$ cat src/logic/seq_cfg_pkg.sv
// Package with the sequencer configuration map, field layout and carriers
package seq_cfg_pkg;

   localparam int ADDR_W = 9;
   localparam int DATA_W = 16;
   localparam int NUM_REGS = 11;

   // Register addresses on the serial control port
   localparam logic [ADDR_W-1:0] OFS_GENERAL = 9'h0c0;
   localparam logic [ADDR_W-1:0] OFS_LINE_DELAY = 9'h0c1;
   localparam logic [ADDR_W-1:0] OFS_KNEE = 9'h0c2;
   localparam logic [ADDR_W-1:0] OFS_WINDOW = 9'h0c3;
   localparam logic [ADDR_W-1:0] OFS_SPARE = 9'h0c4;
   localparam logic [ADDR_W-1:0] OFS_DARK = 9'h0c5;
   localparam logic [ADDR_W-1:0] OFS_PADDING = 9'h0c6;
   localparam logic [ADDR_W-1:0] OFS_TICK = 9'h0c7;
   localparam logic [ADDR_W-1:0] OFS_FRAME = 9'h0c8;
   localparam logic [ADDR_W-1:0] OFS_INTEG = 9'h0c9;
   localparam logic [ADDR_W-1:0] OFS_KNEE_TIME = 9'h0ca;

   // Word indices inside the bank
   localparam int IDX_GENERAL = 0;
   localparam int IDX_LINE_DELAY = 1;
   localparam int IDX_KNEE = 2;
   localparam int IDX_WINDOW = 3;
   localparam int IDX_SPARE = 4;
   localparam int IDX_DARK = 5;
   localparam int IDX_PADDING = 6;
   localparam int IDX_TICK = 7;
   localparam int IDX_FRAME = 8;
   localparam int IDX_INTEG = 9;
   localparam int IDX_KNEE_TIME = 10;

   // Values after reset, by index
   localparam logic [DATA_W-1:0] RESET_VALUES [NUM_REGS] = '{
      16'h0000, 16'h0000, 16'h0004, 16'h0001, 16'h0000, 16'h0102,
      16'h0000, 16'h0001, 16'h0000, 16'h0000, 16'h0000};

   // Writable bits, by index; reserved bits stay zero
   localparam logic [DATA_W-1:0] WRITE_MASKS [NUM_REGS] = '{
      16'h3df3, 16'hffff, 16'h0007, 16'h00ff, 16'h0000, 16'h01ff,
      16'h0fff, 16'hffff, 16'hffff, 16'hffff, 16'hffff};

   // General setup fields
   localparam int GEN_ENABLE_BIT = 0;
   localparam int GEN_ROLLING_BIT = 1;
   localparam int GEN_TRIGGERED_BIT = 4;
   localparam int GEN_SLAVE_BIT = 5;
   localparam int GEN_DELAY_EN_BIT = 6;
   localparam int GEN_SUBSAMPLE_BIT = 7;
   localparam int GEN_BINNING_BIT = 8;
   localparam int GEN_WINDOW_STATS_BIT = 10;
   localparam int GEN_MONITOR_LSB = 11;
   localparam int MONITOR_W = 3;

   // Line delay fields
   localparam int LINE_EXT_LSB = 0;
   localparam int POST_DELAY_LSB = 8;
   localparam int BYTE_W = 8;

   // Integration knee fields
   localparam int KNEE_DUAL_BIT = 0;
   localparam int KNEE_TRIPLE_BIT = 1;
   localparam int KNEE_FRAME_PERIOD_INTERPRETATION_BIT = 2;

   // Dark and padding row fields
   localparam int DARK_ROWS_LSB = 0;
   localparam int BLANK_FIRST_BIT = 8;
   localparam logic [BYTE_W-1:0] DARK_ROWS_MIN = 8'h01;
   localparam int PADDING_W = 12;

   // Divider value taken when software programs zero
   localparam logic [DATA_W-1:0] TICK_DIV_MIN = 16'h0001;

   typedef struct packed {
      logic sequencer_enable;
      logic rolling_shutter;
      logic triggered_mode;
      logic slave_mode;
      logic subsampling;
      logic binning;
      logic window_stats_only;
      logic [MONITOR_W-1:0] monitor_select;
      logic [BYTE_W-1:0] line_readout_extension;
      logic post_delay_active;
      logic [BYTE_W-1:0] post_overhead_delay;
      logic dual_slope_active;
      logic triple_slope_active;
      logic frame_period_interpretation;
      logic [BYTE_W-1:0] window_select_mask;
      logic [BYTE_W-1:0] dark_row_count;
      logic blank_first_row;
      logic [PADDING_W-1:0] padding_row_count;
      logic [DATA_W-1:0] exposure_tick_divider;
      logic [DATA_W-1:0] frame_period_count;
      logic frame_period_is_reset;
      logic [DATA_W-1:0] integration_time;
      logic integration_in_lines;
      logic [DATA_W-1:0] second_knee_exposure;
   } settings_s;

   typedef struct packed {
      logic [ADDR_W-1:0] addr;
      logic [DATA_W-1:0] wdata;
      logic write;
      logic read;
   } reg_req_s;

endpackage : seq_cfg_pkg

$ cat src/logic/config_word.sv
// One configuration word with reset value and write mask
`timescale 1ns/100ps
module config_word
   import seq_cfg_pkg::*;
#(
   parameter logic [DATA_W-1:0] RESET_VALUE = 16'h0000,
   parameter logic [DATA_W-1:0] WRITE_MASK = 16'hffff
) (
   input wire logic clk_sys,
   input wire logic resetn,
   input wire logic wr_en,
   input wire logic [DATA_W-1:0] wr_data,
   output logic [DATA_W-1:0] value
);

   always_ff @(posedge clk_sys or negedge resetn) begin
      if (!resetn) begin
         value <= RESET_VALUE;
      end else if (wr_en) begin
         value <= wr_data & WRITE_MASK;
      end
   end

endmodule : config_word

$ cat src/logic/sensor_sequencer_timing_config.sv
// Sequencer timing configuration bank with settings hand-off
`timescale 1ns/100ps
module sensor_sequencer_timing_config
   import seq_cfg_pkg::*;
#(
   parameter int MON_PINS = 2,
   parameter int MON_CHOICES = 8
) (
   input wire logic clk_sys,
   input wire logic resetn,
   input wire logic [ADDR_W-1:0] reg_addr,
   input wire logic [DATA_W-1:0] reg_wdata,
   input wire logic reg_write,
   input wire logic reg_read,
   output logic [DATA_W-1:0] reg_rdata,
   output logic reg_rvalid,
   input wire logic [MON_CHOICES-1:0][MON_PINS-1:0] monitor_sources,
   output logic [MON_PINS-1:0] monitor_pins,
   output settings_s settings,
   output logic exposure_tick
);

   ////////////////////////////////////////////////////////////////////////
   // Request decode

   reg_req_s req;
   logic [NUM_REGS-1:0] hit;
   logic [NUM_REGS-1:0] wr_sel;
   logic [DATA_W-1:0] words [NUM_REGS];
   logic any_hit;

   assign req.addr = reg_addr;
   assign req.wdata = reg_wdata;
   assign req.write = reg_write;
   assign req.read = reg_read;

   always_comb begin
      hit = '0;
      for (int i = 0; i < NUM_REGS; i++) begin
         hit[i] = (req.addr == OFS_GENERAL + ADDR_W'(i));
      end
   end

   assign any_hit = |hit;
   assign wr_sel = hit & {NUM_REGS{req.write}};

   ////////////////////////////////////////////////////////////////////////
   // Register words

   genvar g;
   generate
      for (g = 0; g < NUM_REGS; g++) begin : gen_word
         config_word #(
            .RESET_VALUE(RESET_VALUES[g]),
            .WRITE_MASK(WRITE_MASKS[g])
         ) u_word (
            .clk_sys(clk_sys),
            .resetn(resetn),
            .wr_en(wr_sel[g]),
            .wr_data(req.wdata),
            .value(words[g])
         );
      end
   endgenerate

   ////////////////////////////////////////////////////////////////////////
   // Field views

   logic [DATA_W-1:0] w_gen;
   logic [DATA_W-1:0] w_line;
   logic [DATA_W-1:0] w_knee;
   logic [DATA_W-1:0] w_win;
   logic [DATA_W-1:0] w_dark;
   logic [DATA_W-1:0] w_pad;
   logic rolling;
   logic delay_enable;
   logic [MONITOR_W-1:0] mon_sel;
   logic [BYTE_W-1:0] line_ext;
   logic [BYTE_W-1:0] post_delay;
   logic [BYTE_W-1:0] dark_raw;
   logic [DATA_W-1:0] tick_div_eff;

   assign w_gen = words[IDX_GENERAL];
   assign w_line = words[IDX_LINE_DELAY];
   assign w_knee = words[IDX_KNEE];
   assign w_win = words[IDX_WINDOW];
   assign w_dark = words[IDX_DARK];
   assign w_pad = words[IDX_PADDING];

   assign rolling = w_gen[GEN_ROLLING_BIT];
   assign delay_enable = w_gen[GEN_DELAY_EN_BIT];
   assign mon_sel = w_gen[GEN_MONITOR_LSB +: MONITOR_W];
   assign line_ext = w_line[LINE_EXT_LSB +: BYTE_W];
   assign post_delay = w_line[POST_DELAY_LSB +: BYTE_W];
   assign dark_raw = w_dark[DARK_ROWS_LSB +: BYTE_W];

   // A zero divider would stall the tick; treat it as one clock
   assign tick_div_eff = (words[IDX_TICK] == '0) ? TICK_DIV_MIN
      : words[IDX_TICK];

   ////////////////////////////////////////////////////////////////////////
   // Settings handed to the sequencer

   settings_s next_settings;

   always_comb begin
      next_settings = '0;
      next_settings.sequencer_enable = w_gen[GEN_ENABLE_BIT];
      next_settings.rolling_shutter = rolling;
      next_settings.triggered_mode = w_gen[GEN_TRIGGERED_BIT] & ~rolling;
      next_settings.slave_mode = w_gen[GEN_SLAVE_BIT] & ~rolling;
      next_settings.subsampling = w_gen[GEN_SUBSAMPLE_BIT];
      next_settings.binning = w_gen[GEN_BINNING_BIT];
      next_settings.window_stats_only =
         w_gen[GEN_WINDOW_STATS_BIT];
      next_settings.monitor_select = mon_sel;

      // Line extension only stretches rolling shutter lines
      next_settings.line_readout_extension =
         rolling ? line_ext : '0;

      // Post overhead delay is zero unless enabled
      next_settings.post_delay_active = delay_enable;
      next_settings.post_overhead_delay =
         delay_enable ? post_delay : '0;

      // Slope knees are global shutter features
      next_settings.dual_slope_active =
         w_knee[KNEE_DUAL_BIT] & ~rolling;
      next_settings.triple_slope_active =
         w_knee[KNEE_TRIPLE_BIT] & ~rolling;
      next_settings.frame_period_interpretation =
         w_knee[KNEE_FRAME_PERIOD_INTERPRETATION_BIT];

      next_settings.window_select_mask = w_win[BYTE_W-1:0];

      // Illegal zero dark row count is held at the minimum
      next_settings.dark_row_count = (dark_raw < DARK_ROWS_MIN)
         ? DARK_ROWS_MIN : dark_raw;
      next_settings.blank_first_row = w_dark[BLANK_FIRST_BIT];

      next_settings.padding_row_count =
         rolling ? w_pad[PADDING_W-1:0] : '0;

      next_settings.exposure_tick_divider = tick_div_eff;

      // Frame period is only meaningful in global shutter
      next_settings.frame_period_count =
         rolling ? '0 : words[IDX_FRAME];
      next_settings.frame_period_is_reset =
         ~rolling & ~w_knee[KNEE_FRAME_PERIOD_INTERPRETATION_BIT];

      next_settings.integration_time = words[IDX_INTEG];
      next_settings.integration_in_lines = rolling;

      next_settings.second_knee_exposure =
         rolling ? '0 : words[IDX_KNEE_TIME];
   end

   // Settings flops, one block per register concern
   logic seq_enable, shutter_rolling, trig_mode, slave_sel, subsample_on;
   logic binning_on, stats_window_only, delay_on, dual_on, triple_on;
   logic period_interp, blank_first, period_is_reset, exposure_in_lines;
   logic [MONITOR_W-1:0] monitor_choice;
   logic [BYTE_W-1:0] extension_pixels, delay_cycles, window_mask, dark_rows;
   logic [PADDING_W-1:0] padding_rows;
   logic [DATA_W-1:0] tick_divider, period_count, exposure_count;
   logic [DATA_W-1:0] knee_exposure;

   always_ff @(posedge clk_sys or negedge resetn) begin
      if (!resetn) begin
         seq_enable <= 1'b0;
         shutter_rolling <= 1'b0;
         trig_mode <= 1'b0;
         slave_sel <= 1'b0;
         subsample_on <= 1'b0;
         binning_on <= 1'b0;
         stats_window_only <= 1'b0;
         monitor_choice <= '0;
      end else begin
         seq_enable <= next_settings.sequencer_enable;
         shutter_rolling <= next_settings.rolling_shutter;
         trig_mode <= next_settings.triggered_mode;
         slave_sel <= next_settings.slave_mode;
         subsample_on <= next_settings.subsampling;
         binning_on <= next_settings.binning;
         stats_window_only <= next_settings.window_stats_only;
         monitor_choice <= next_settings.monitor_select;
      end
   end

   always_ff @(posedge clk_sys or negedge resetn) begin
      if (!resetn) begin
         extension_pixels <= '0;
         delay_on <= 1'b0;
         delay_cycles <= '0;
      end else begin
         extension_pixels <= next_settings.line_readout_extension;
         delay_on <= next_settings.post_delay_active;
         delay_cycles <= next_settings.post_overhead_delay;
      end
   end

   always_ff @(posedge clk_sys or negedge resetn) begin
      if (!resetn) begin
         dual_on <= 1'b0;
         triple_on <= 1'b0;
         period_interp <= 1'b0;
      end else begin
         dual_on <= next_settings.dual_slope_active;
         triple_on <= next_settings.triple_slope_active;
         period_interp <= next_settings.frame_period_interpretation;
      end
   end

   always_ff @(posedge clk_sys or negedge resetn) begin
      if (!resetn) begin
         window_mask <= '0;
         dark_rows <= '0;
         blank_first <= 1'b0;
         padding_rows <= '0;
      end else begin
         window_mask <= next_settings.window_select_mask;
         dark_rows <= next_settings.dark_row_count;
         blank_first <= next_settings.blank_first_row;
         padding_rows <= next_settings.padding_row_count;
      end
   end

   always_ff @(posedge clk_sys or negedge resetn) begin
      if (!resetn) begin
         tick_divider <= '0;
         period_count <= '0;
         period_is_reset <= 1'b0;
         exposure_count <= '0;
         exposure_in_lines <= 1'b0;
         knee_exposure <= '0;
      end else begin
         tick_divider <= next_settings.exposure_tick_divider;
         period_count <= next_settings.frame_period_count;
         period_is_reset <= next_settings.frame_period_is_reset;
         exposure_count <= next_settings.integration_time;
         exposure_in_lines <= next_settings.integration_in_lines;
         knee_exposure <= next_settings.second_knee_exposure;
      end
   end

   assign settings = {seq_enable, shutter_rolling, trig_mode, slave_sel,
      subsample_on, binning_on, stats_window_only, monitor_choice,
      extension_pixels, delay_on, delay_cycles, dual_on, triple_on,
      period_interp, window_mask, dark_rows, blank_first, padding_rows,
      tick_divider, period_count, period_is_reset, exposure_count,
      exposure_in_lines, knee_exposure};

   ////////////////////////////////////////////////////////////////////////
   // Exposure tick generator

   logic [DATA_W-1:0] tick_count;
   logic tick_wrap;

   assign tick_wrap = (tick_count >= tick_div_eff - TICK_DIV_MIN);

   always_ff @(posedge clk_sys or negedge resetn) begin
      if (!resetn) begin
         tick_count <= '0;
      end else if (rolling || tick_wrap) begin
         tick_count <= '0;
      end else begin
         tick_count <= tick_count + TICK_DIV_MIN;
      end
   end

   // One pulse every divider clocks, global shutter only
   always_ff @(posedge clk_sys or negedge resetn) begin
      if (!resetn) begin
         exposure_tick <= 1'b0;
      end else begin
         exposure_tick <= ~rolling & tick_wrap;
      end
   end

   ////////////////////////////////////////////////////////////////////////
   // Monitor pins

   logic [MON_PINS-1:0] next_monitor;

   always_comb begin
      next_monitor = '0;
      if (int'(mon_sel) < MON_CHOICES) begin
         next_monitor = monitor_sources[mon_sel];
      end
   end

   always_ff @(posedge clk_sys or negedge resetn) begin
      if (!resetn) begin
         monitor_pins <= '0;
      end else begin
         monitor_pins <= next_monitor;
      end
   end

   ////////////////////////////////////////////////////////////////////////
   // Read path

   logic [DATA_W-1:0] next_rdata;

   always_comb begin
      next_rdata = '0;
      for (int i = 0; i < NUM_REGS; i++) begin
         if (hit[i]) begin
            next_rdata = words[i];
         end
      end
   end

   always_ff @(posedge clk_sys or negedge resetn) begin
      if (!resetn) begin
         reg_rdata <= '0;
      end else if (req.read) begin
         reg_rdata <= any_hit ? next_rdata : '0;
      end
   end

   always_ff @(posedge clk_sys or negedge resetn) begin
      if (!resetn) begin
         reg_rvalid <= 1'b0;
      end else begin
         reg_rvalid <= req.read;
      end
   end

endmodule : sensor_sequencer_timing_config

$ cat config.mk
export PLATFORM = sky130hd
export DESIGN_NAME = sensor_sequencer_timing_config
export DESIGN_NICKNAME = d
export VERILOG_FILES = /design/src/logic/seq_cfg_pkg.sv /design/src/logic/config_word.sv /design/src/logic/sensor_sequencer_timing_config.sv
export SDC_FILE = /design/constraint.sdc
export NUM_CORES = 1
export LEC_CHECK = 0
export BUFFER_PORTS_ARGS = -buffer_cell sky130_fd_sc_hd__buf_2
export CAP_MARGIN = 10
export CORE_MARGIN = 1.5
export CORE_UTILIZATION = 55
export CTS_CLUSTER_DIAMETER = 120
export DETAILED_ROUTE_END_ITERATION = 16
export PLACE_DENSITY_LB_ADDON = 0.08
export SKIP_CTS_REPAIR_TIMING = 1
export SLEW_MARGIN = 40
export SYNTH_ARGS = -nofsm -noshare
export SYNTH_HDL_FRONTEND = slang
export SYNTH_SLANG_ARGS = --single-unit
$ cat constraint.sdc
create_clock -name clk_sys -period 5.5 [get_ports clk_sys]
set_clock_uncertainty 0.15 [all_clocks]
set_input_delay 0.55 -clock clk_sys [delete_from_list [all_inputs] [get_ports clk_sys]]
set_output_delay 0.55 -clock clk_sys [all_outputs]
set_load 0.1 [all_outputs]
======== Word-level counts from Yosys, hierarchy flattened ========
Index checks and enable logic that the tools add are counted.
cells by class
  shift-type cells ........................ 0
  multiply operators ...................... 0
  bitwise gates (word level) .............. 9
  eq/ne operators ......................... 11
  add/sub/neg operators ................... 2
  multiplexer cells ....................... 22
  magnitude comparators ................... 3
  divide/modulo/power cells ............... 0
  reductions and logical operators ........ 3
operator list
  kind                     number
  $mux W16                 15
  $eq A9 B8 Y1 const B     11
  $mux W8                  3
  $add A16 B1 Y16 const B  1
  $ge A16 B16 Y1           1
  $logic_not A16 Y1        1
  $sub A16 B1 Y16 const B  1
  $mux W14                 1
  $mux W12                 1
  $and A11 B11 Y11         1
  $reduce_or A11 Y1        1
  $lt A8 B1 Y1 const B     1
  $and A1 B1 Y1            6
  $bmux W2 S3              1
  $lt A3 B4 Y1 const B     1
  $mux W2                  1
  $not A1 Y1               2
  $logic_or A1 B1 Y1       1
word-level totals
  bits in read-only memories .............. 0
  latch bits .............................. 0
  memories kept ........................... 0
  input port bits ......................... 45
  memory bits (writable) .................. 0
  register bits after elaboration ......... 283
  word-level logic and storage cells ...... 88
  output and inout port bits .............. 145

======== Logic depth before layout (Yosys ltp) ========
Gate-level depths: netlist of the first run.
  depth after elaboration ................. 13
  gate-level depth with buffers ........... 17
  mapped depth without buffers ............ 14

======== Modules after synthesis ========
From an unflattened synthesis of the first run, not the netlist that was laid out.
second synthesis, totals
  cell total of the unflattened synthesis .. 1,132
  area, all modules ....................... 13,591.8 µm²
modules (own cells, without submodules)
  module                                 times used  cells an instance  seq. area each (µm²)  area an instance (µm²)
  sensor_sequencer_timing_config         1           813                4,003.8               8,174.1
  config_word (gen_word[10].u_word ...)  4           34                 400.4                 649.4
  config_word (gen_word[7].u_word)       1           34                 401.6                 650.6
  config_word (gen_word[6].u_word)       1           30                 300.3                 518.0
  config_word (gen_word[0].u_word)       1           29                 275.3                 489.2
  config_word (gen_word[5].u_word)       1           27                 227.7                 430.4
  config_word (gen_word[3].u_word)       1           26                 201.4                 396.6
  config_word (gen_word[2].u_word)       1           20                 76.3                  211.5
  config_word (gen_word[4].u_word)       1           17                 0.0                   123.9

======== Worst setup path before layout of the first run ========
OpenSTA, ideal clock, no wires.
  path kind ............................... register to register
  start ................................... register gen_word[7].u_word.value[10]
  end ..................................... register tick_count[10]
  cell stages (with the launch flop) ...... 18
  buffers on the path ..................... 3
  arrival ................................. 3.621 ns
  path slack .............................. 1.643 ns
  data required time ...................... 5.264 ns
  cell sequence ........................... dfrtp_1 -> buf_6 -> or4_4 -> nor4b_4 -> a21oi_1 -> ha_1 -> nor3b_1 -> nand2_1 -> nor3_1 -> xnor2_1 -> ha_1 -> a21o_1 -> a21o_1 -> a21o_1 -> or2_2 -> clkbuf_1 -> buf_2 -> nor3_1
between the ends
  word-level cells in the longest chain between the ends .. 6
RTL lines
  item                      line                                   RTL
  start: declaration        config_word.sv:13                      output logic [DATA_W-1:0] value
  start signal: assignment  config_word.sv:20                      value <= wr_data & WRITE_MASK;
  $logic_not A16 Y1         sensor_sequencer_timing_config.sv:98   assign tick_div_eff = (words[IDX_TICK] == '0) ? TICK_DIV_MIN
  $mux W16 (*)              sensor_sequencer_timing_config.sv:98
  $sub A16 B1 Y16 (*)       sensor_sequencer_timing_config.sv:261  assign tick_wrap = (tick_count >= tick_div_eff - TICK_DIV_MIN);
  $ge A16 B16 Y1 (*)        sensor_sequencer_timing_config.sv:261
  $logic_or A1 B1 Y1 (*)    sensor_sequencer_timing_config.sv:266  end else if (rolling || tick_wrap) begin
  $mux W16 (*)              sensor_sequencer_timing_config.sv:266
  end signal: assignment    sensor_sequencer_timing_config.sv:269  tick_count <= tick_count + TICK_DIV_MIN;
  end: declaration          sensor_sequencer_timing_config.sv:258  logic [DATA_W-1:0] tick_count;
Mark *: on every way between the ends. The rest lies on a longest branch, timed or not.
A chain may end at the register's enable or synchronous reset.

======== Worst setup path after layout of the first run ========
  start ................................... register gen_word[7].u_word.value[12]
  end ..................................... register tick_count[13]
Same word-level chain as after synthesis.

==> results of run 1 <==
## critical path: stages, from the launching register on
cell and delay, ns:
dfrtp_1 0.44, or4_4 0.60, nor4b_4 0.43, a21oi_1 0.18, ha_1 0.25, nor3b_1 0.19
nand2_1 0.16, nor3_1 0.07, xnor2_1 0.14, ha_1 0.19, a21o_1 0.15, a21o_1 0.17
a21o_1 0.17, or2_2 0.41, a211oi_1 0.24
## final cells by class
type	instances	share of cell area [%]
Clock buffer	37	5.59
Clock inverter	15	1.17
Inverter	15	0.406
Multi-Input combinational cell	544	31.4
Sequential cell	283	51.1
Tap cell	275	2.48
Timing Repair Buffer	201	7.84
## metrics by stage
step                instances  area, um^2
global placement         1315       12900
finish                   1370       13900
global route             1370       13900
CTS                      1369       13900
detailed placement       1317       12900
floorplan                 926       11900
## placed cells by master, fill, tap and decap left out, types with 20 or more instances in the layout
master,n
nor3_1,24
nand2_1,23
buf_2,188
mux2_2,131
clkbuf_16,29
a21oi_1,21
and2_1,30
dfrtp_1,277
o21ai_0,20
nor2_1,34
nor2b_1,44
## layer usage
metal  vias up  wire (um)  GRT usage (%)  part of all wire (%)
met5         -          0              0                     0
met1      4047      13600           40.3                    44
li1       3562          -              -                     -
met3        64       1740           3.39                   5.7
met4         0        920           9.02                   3.0
met2       309      14400           43.4                    47
## cells in the mapped netlist, types with 5 or more instances
cell	n	area [um^2]
a21o_1	8	60.1
a21oi_1	21	105
a221oi_1	7	61.3
a22oi_1	8	60.1
and2_1	30	188
and3_1	5	31.3
buf_2	17	85.1
buf_4	20	150
clkbuf_1	41	154
dfrtp_1	278	6960
dfstp_2	5	131
ha_1	18	225
inv_1	15	56.3
mux2_2	131	1480
mux2i_1	13	130
mux4_2	6	135
nand2_1	23	86.3
nand2b_1	8	50.1
nand3_1	19	95.1
nand4_1	6	37.5
nor2_1	34	128
nor2_2	5	31.3
nor2b_1	45	282
nor3_1	24	120
o211ai_1	5	37.5
o21ai_0	20	100
o22ai_1	10	62.6
o31ai_1	5	37.5
xnor2_1	13	114
xor2_1	11	96.3
## power by group
group	leakage, uW	total, uW	internal, uW	switching, uW
combinational	0.00288	680	198	482
sequential	0.00388	2230	2160	73.6
clock	0.000449	1930	1140	795
## cell families after synthesis
group / count (synthesis) / share of synthesized area (%)
adder cells (fa/ha/maj): 18 / 1.89
multiplexers: 150 / 14.6
AND/OR/NAND/NOR: 228 / 11.0
XOR/XNOR: 24 / 1.76
buffers and inverters: 99 / 4.08
flip-flops: 283 / 59.4
AO/OA/AOI/OAI: 124 / 7.30
## worst max-delay path by stage
stage / start / endpoint
finish: gen_word[7].u_word.value[12]$_DFFE_PN0P_ / tick_count[13]$_DFF_PN0_
global route: gen_word[7].u_word.value[12]$_DFFE_PN0P_ / tick_count[3]$_DFF_PN0_
CTS: gen_word[7].u_word.value[12]$_DFFE_PN0P_ / tick_count[13]$_DFF_PN0_
detailed placement: gen_word[7].u_word.value[12]$_DFFE_PN0P_ / tick_count[13]$_DFF_PN0_
global placement: gen_word[7].u_word.value[12]$_DFFE_PN0P_ / tick_count[13]$_DFF_PN0_
floorplan: gen_word[7].u_word.value[10]$_DFFE_PN0P_ / tick_count[10]$_DFF_PN0_
## state kept, by name (all words and copies together) (netlist names), 2 cells and up
signal	flops
dark_rows	8
delay_cycles	8
exposure_count	16
extension_pixels	8
gen_word.u_word.value	123
knee_exposure	16
monitor_choice	3
monitor_pins	2
padding_rows	12
period_count	16
reg_rdata	16
tick_count	16
tick_divider	16
window_mask	8
==> flow_summary.ini, run 1 <==
[global_route]
gr-total-overflow = 0
grt_pass1_vias = 8016
grt_max_degree = 87
grt_pass1_wl_um = 46900
antenna_found_initial = 0
gr-usage-all-layers_pct = 27.7

[setup_path]
rr_endpoint = tick_count[13]$_DFF_PN0_
r2r-start = gen_word[7].u_word.value[12]$_DFFE_PN0P_
end_kind = register
path_max_fanout = 16
ff2ff_setup_slack_ns = 1.48
critPathArrivalTime_ns = 4.31
start_kind = register
required_ns = 5.79
path_class = reg -> reg
reg2reg_depth = 14

[yosys]
yosysUniqueCellTypes = 68
syn_nets = 989
synth_seq_cells = 283
ys_warn_count = 0
synth_area_um2 = 11900
avgSynthCellArea_um2 = 12.9
synth_ff_type = dfrtp_1
synth_edf_count = 0
async_flop_share_pct = 100
syn_inst = 926
synth-seq-area-share_pct = 59.4

[sta]
hold_ws_ns = 0.194
hold_viol_final = 0
worst_slack_ns = 1.48
worst_slew_pin_slew_ns = 0.800
min_period_ns = 4.02
fin_setup_tns_ns = 0
max_freq_mhz = 249
setup_viol = 0
post-route-period-util_pct = 73.1
rsz0062_at_grt = false
max_slew_margin_pct = 46.5
slew_viol_final = 0

[place]
dp_hpwl_um = 20800
place_congestion = 0.849
post-place-ws_ns = 1.46
io_buffers = 189

[route]
avgViaCountPerCell = 5.83
drc = 0
wire_per_inst_um = 22.3
via_count = 7982
dr.pass1.iters = 5
first_iter_violations = 689
ant_nets = 0
wl_um = 30600

[layout]
finish.utilization_pct = 65.6
num-fill-cells = 1622
drive_gt1_share_pct = 37.8
multi_input_comb_area_um2 = 4360
num_antenna_cells = 0
area_delta_synth_final_pct = 16.3
final_nets = 1137
ff_latch_area_um2 = 7090

[power]
leakage_uw = 0.00721
ir_drop_mv = 0.231
power_density_nw_per_um2 = 349
p_total_uw = 4840

[clocking]
clock-sinks = 283
cts_tree = done
root_buffer = clkbuf_16
clkLatencyLatePin_ns = 0.53
clk_pin_slew_ns = 0.06
cts_max_path_buffers = 3
cts_inserted_buffers = 29
htree_levels = 1

[die]
start_util_pct = 56.4
die_x_um = 150
row_count = 53
core-area_um2 = 21200
die-height_um = 150
die-area_um2 = 22600
ios = 190

[worst_hold_path]
holdPathStages = 2
min_to = gen_word[10].u_word.value[9]$_DFFE_PN0P_
hp-class = in -> reg
min_from = reg_wdata[9]

[flow_run]
maxCapViolCount = 0

[outcome]
status = finished clean
Power figures use the tool's default switching activity.
==> inputs of run 2 (changes only) <==
- ABC_AREA: not set -> 1
- CORE_UTILIZATION: 55 -> 51
- clock period: 5.5 -> 3.3 ns (I/O delays scaled with it)
==> flow_summary.ini, run 2 <==
[setup_path]
crit_path_frequent_cell = nand2_1
path_delay_family = simple AND/OR/NAND/NOR gates
path_class = reg -> reg
required_ns = 3.61
reg2reg_depth = 19
ff2ff_setup_slack_ns = 0.23
slowest_stage = dfstp_2
cp_slowest_stage_delay_ns = 0.53
critPathArrivalTime_ns = 3.38
r2r-start = gen_word[7].u_word.value[0]$_DFFE_PN1P_
critPathBufInv = 3
start_kind = register
end_kind = register
path_cells = inv_1 -> nand2_1 -> nor2_1 -> nand3_1 -> nand2_1 -> inv_2 -> ha_4 -> nand2_2 -> nor3_2 -> nand3_1 -> xor2_1 -> ha_1 -> nand2_1 -> o21ai_0 -> nand2_1 -> o211a_1 -> nand4_1 -> buf_6 -> nor3b_1
path_max_fanout = 8
rr_endpoint = tick_count[12]$_DFF_PN0_

[global_route]
antenna_found_initial = 2
grt_pass1_wl_um = 49300
gr-usage-all-layers_pct = 27.1
gr-total-overflow = 0
grt_busiest_layer = met2
grt_max_degree = 91
grt_pass1_vias = 8644
met2_usage_pct = 43.2
met1_usage_pct = 38.4
grt.met3_usage_pct = 5.02

[clocking]
root_buffer = clkbuf_16
cts_max_path_buffers = 3
clk_pin_slew_ns = 0.06
htree_levels = 1
clock-sinks = 283
clkLatencyLatePin_ns = 0.54
cts_inserted_buffers = 28
cts_tree = done

[die]
start_util_pct = 51.9
die-height_um = 155
die_x_um = 155
core-area_um2 = 22600
ios = 190
die-area_um2 = 24000
row_count = 55

[sta]
min_period_ns = 3.07
hold_viol_final = 2
post-route-period-util_pct = 92.9
worst_slew_pin_slew_ns = 0.735
setup_viol = 0
worst_slack_ns = 0.233
max_freq_mhz = 326
slew_viol_final = 0
max_slew_margin_pct = 51.0
hold_ws_ns = -0.0355

[route]
drc = 0
dr.pass1.iters = 5
first_iter_violations = 693
ant_nets = 0
avgViaCountPerCell = 5.17
via_count = 9111
wl_um = 31700
wire_per_inst_um = 18.0

[place]
dp_hpwl_um = 22400
post-place-ws_ns = -0.0342
place_congestion = 0.955
io_buffers = 189

[layout]
largest_register_ffs = 123
layout_commonest_cell = nand2_1
num_antenna_cells = 0
layout_common_cells = nand2_1, dfrtp_1, buf_2, inv_1, o21ai_0
final_nets = 1519
drive_gt1_share_pct = 21.6
top_register = gen_word.u_word.value
num-fill-cells = 1936
area_delta_synth_final_pct = 18.6

[power]
p_int_uw = 5830
clock_power_share_pct = 40.9
leakage_uw = 0.00762
pwr-share-seq_pct = 45.7
power_density_nw_per_um2 = 578
ir_drop_mv = 0.346
switching_power_uw = 2210
sw_frac_of_total_pct = 27.5
combPwrFrac_pct = 13.3

[yosys]
synth_commonest_cells = nand2_1, dfrtp_1, inv_1
synth_area_um2 = 11700
synth_ff_type = dfrtp_1
ys_warn_count = 0
synth_most_common_cell = nand2_1
syn_nets = 1355
synth-seq-area-share_pct = 60.3
avgSynthCellArea_um2 = 9.09
synth_area_leaders = dfrtp_1, nand2_1, o21ai_0
yosysUniqueCellTypes = 40
synth_top_area_share_pct = 59.2
synth_largest_area_cell = dfrtp_1
synth_seq_cells = 283
async_flop_share_pct = 100
synth_edf_count = 0
syn_inst = 1292

[worst_hold_path]
min_from = monitor_sources[6]
holdPathStages = 3
min_to = monitor_pins[0]$_DFF_PN0_
hp-class = in -> reg

[flow_run]
maxCapViolCount = 0

[outcome]
violations = negative hold slack
status = finished, violations left
[run 2: cell count changes after synthesis, moves of 28 or more]
cell / delta
mux2_2: -131
o21ai_1: +28
nor2b_1: -45
and2_1: -30
nand2_1: +314
o21ai_0: +112
nor2_1: +65
inv_1: +134
[run 2: worst max path at each step]
stage / start / slack, ns / end / depth (start not counted)
2_1_floorplan: gen_word[7].u_word.value[0]$_DFFE_PN1P_ / 0.27 / tick_count[11]$_DFF_PN0_ / 18
3_3_place_gp: gen_word[7].u_word.value[14]$_DFFE_PN0P_ / 0.14 / tick_count[12]$_DFF_PN0_ / 18
3_5_place_dp: gen_word[7].u_word.value[14]$_DFFE_PN0P_ / -0.03 / tick_count[3]$_DFF_PN0_ / 18
4_1_cts: gen_word[7].u_word.value[14]$_DFFE_PN0P_ / -0.05 / tick_count[3]$_DFF_PN0_ / 18
5_1_grt: gen_word[7].u_word.value[0]$_DFFE_PN1P_ / -0.03 / tick_count[12]$_DFF_PN0_ / 19
6_report: gen_word[7].u_word.value[0]$_DFFE_PN1P_ / 0.23 / tick_count[12]$_DFF_PN0_ / 19
[run 2: routing by layer]
metal / part of all wire (%) / vias up
li1: - / 4367
met1: 44 / 4357
met2: 47 / 335
met4: 2.1 / 2
met3: 6.9 / 50
met5: 0.038 / -
[run 2: cells by family (layout without fill, tap and decap cells)]
| group | Yosys count | count (layout) | share of synthesized area [%] |
|---|---|---|---|
| AO/OA/AOI/OAI | 208 | 208 | 9.24 |
| XOR/XNOR | 16 | 16 | 1.19 |
| adder cells (fa/ha/maj) | 18 | 18 | 1.92 |
| buffers and inverters | 241 | 427 | 8.63 |
| flip-flops | 283 | 283 | 60.3 |
| AND/OR/NAND/NOR | 526 | 526 | 18.7 |
[run 2: layout make-up]
type                            count  area [um^2]  area share (%)
Inverter                          161          604            4.34
Multi-Input combinational cell    768         3730            26.7
Clock buffer                       38          810            5.81
Tap cell                          285          357            2.56
Clock inverter                     14          155            1.11
Sequential cell                   283         7090            50.9
Timing Repair Buffer              214         1190            8.56
[run 2: worst register-to-register path, cell delays in order, from the launching register on]
cell     delay [ns]
dfstp_2        0.53
inv_1          0.05
nand2_1        0.08
nor2_1         0.05
nand3_1        0.09
nand2_1        0.08
inv_2          0.09
ha_4           0.16
nand2_2        0.08
nor3_2         0.20
nand3_1        0.11
xor2_1         0.15
ha_1           0.27
nand2_1        0.09
o21ai_0        0.10
nand2_1        0.07
o211a_1        0.16
nand4_1        0.13
buf_6          0.18
nor3b_1        0.18
[run 2: per-stage QoR]
step | power [uW] | instances | util, % | cell area, um^2 | setup TNS [ns]
2_1_floorplan | 4460 | 1292 | - | 11700 | 0
3_3_place_gp | 4740 | 1705 | 56.7 | 12800 | 0
3_5_place_dp | 4760 | 1705 | 56.7 | 12800 | -0.233
4_1_cts | 8040 | 1757 | 60.9 | 13800 | -0.580
5_1_grt | 8380 | 1763 | 61.5 | 13900 | -0.0677
6_report | 8050 | 1763 | 61.5 | 13900 | 0
[run 2: power by group through the flow]
stage                     Sequential [uW]  Combinational [uW]  Clock, uW
after floorplan                      4000                 462          0
after global placement               3740                1000          0
after detailed placement             3740                1020          0
after CTS                            3680                1020       3340
after global routing                 3690                1190       3500
final                                3680                1070       3290
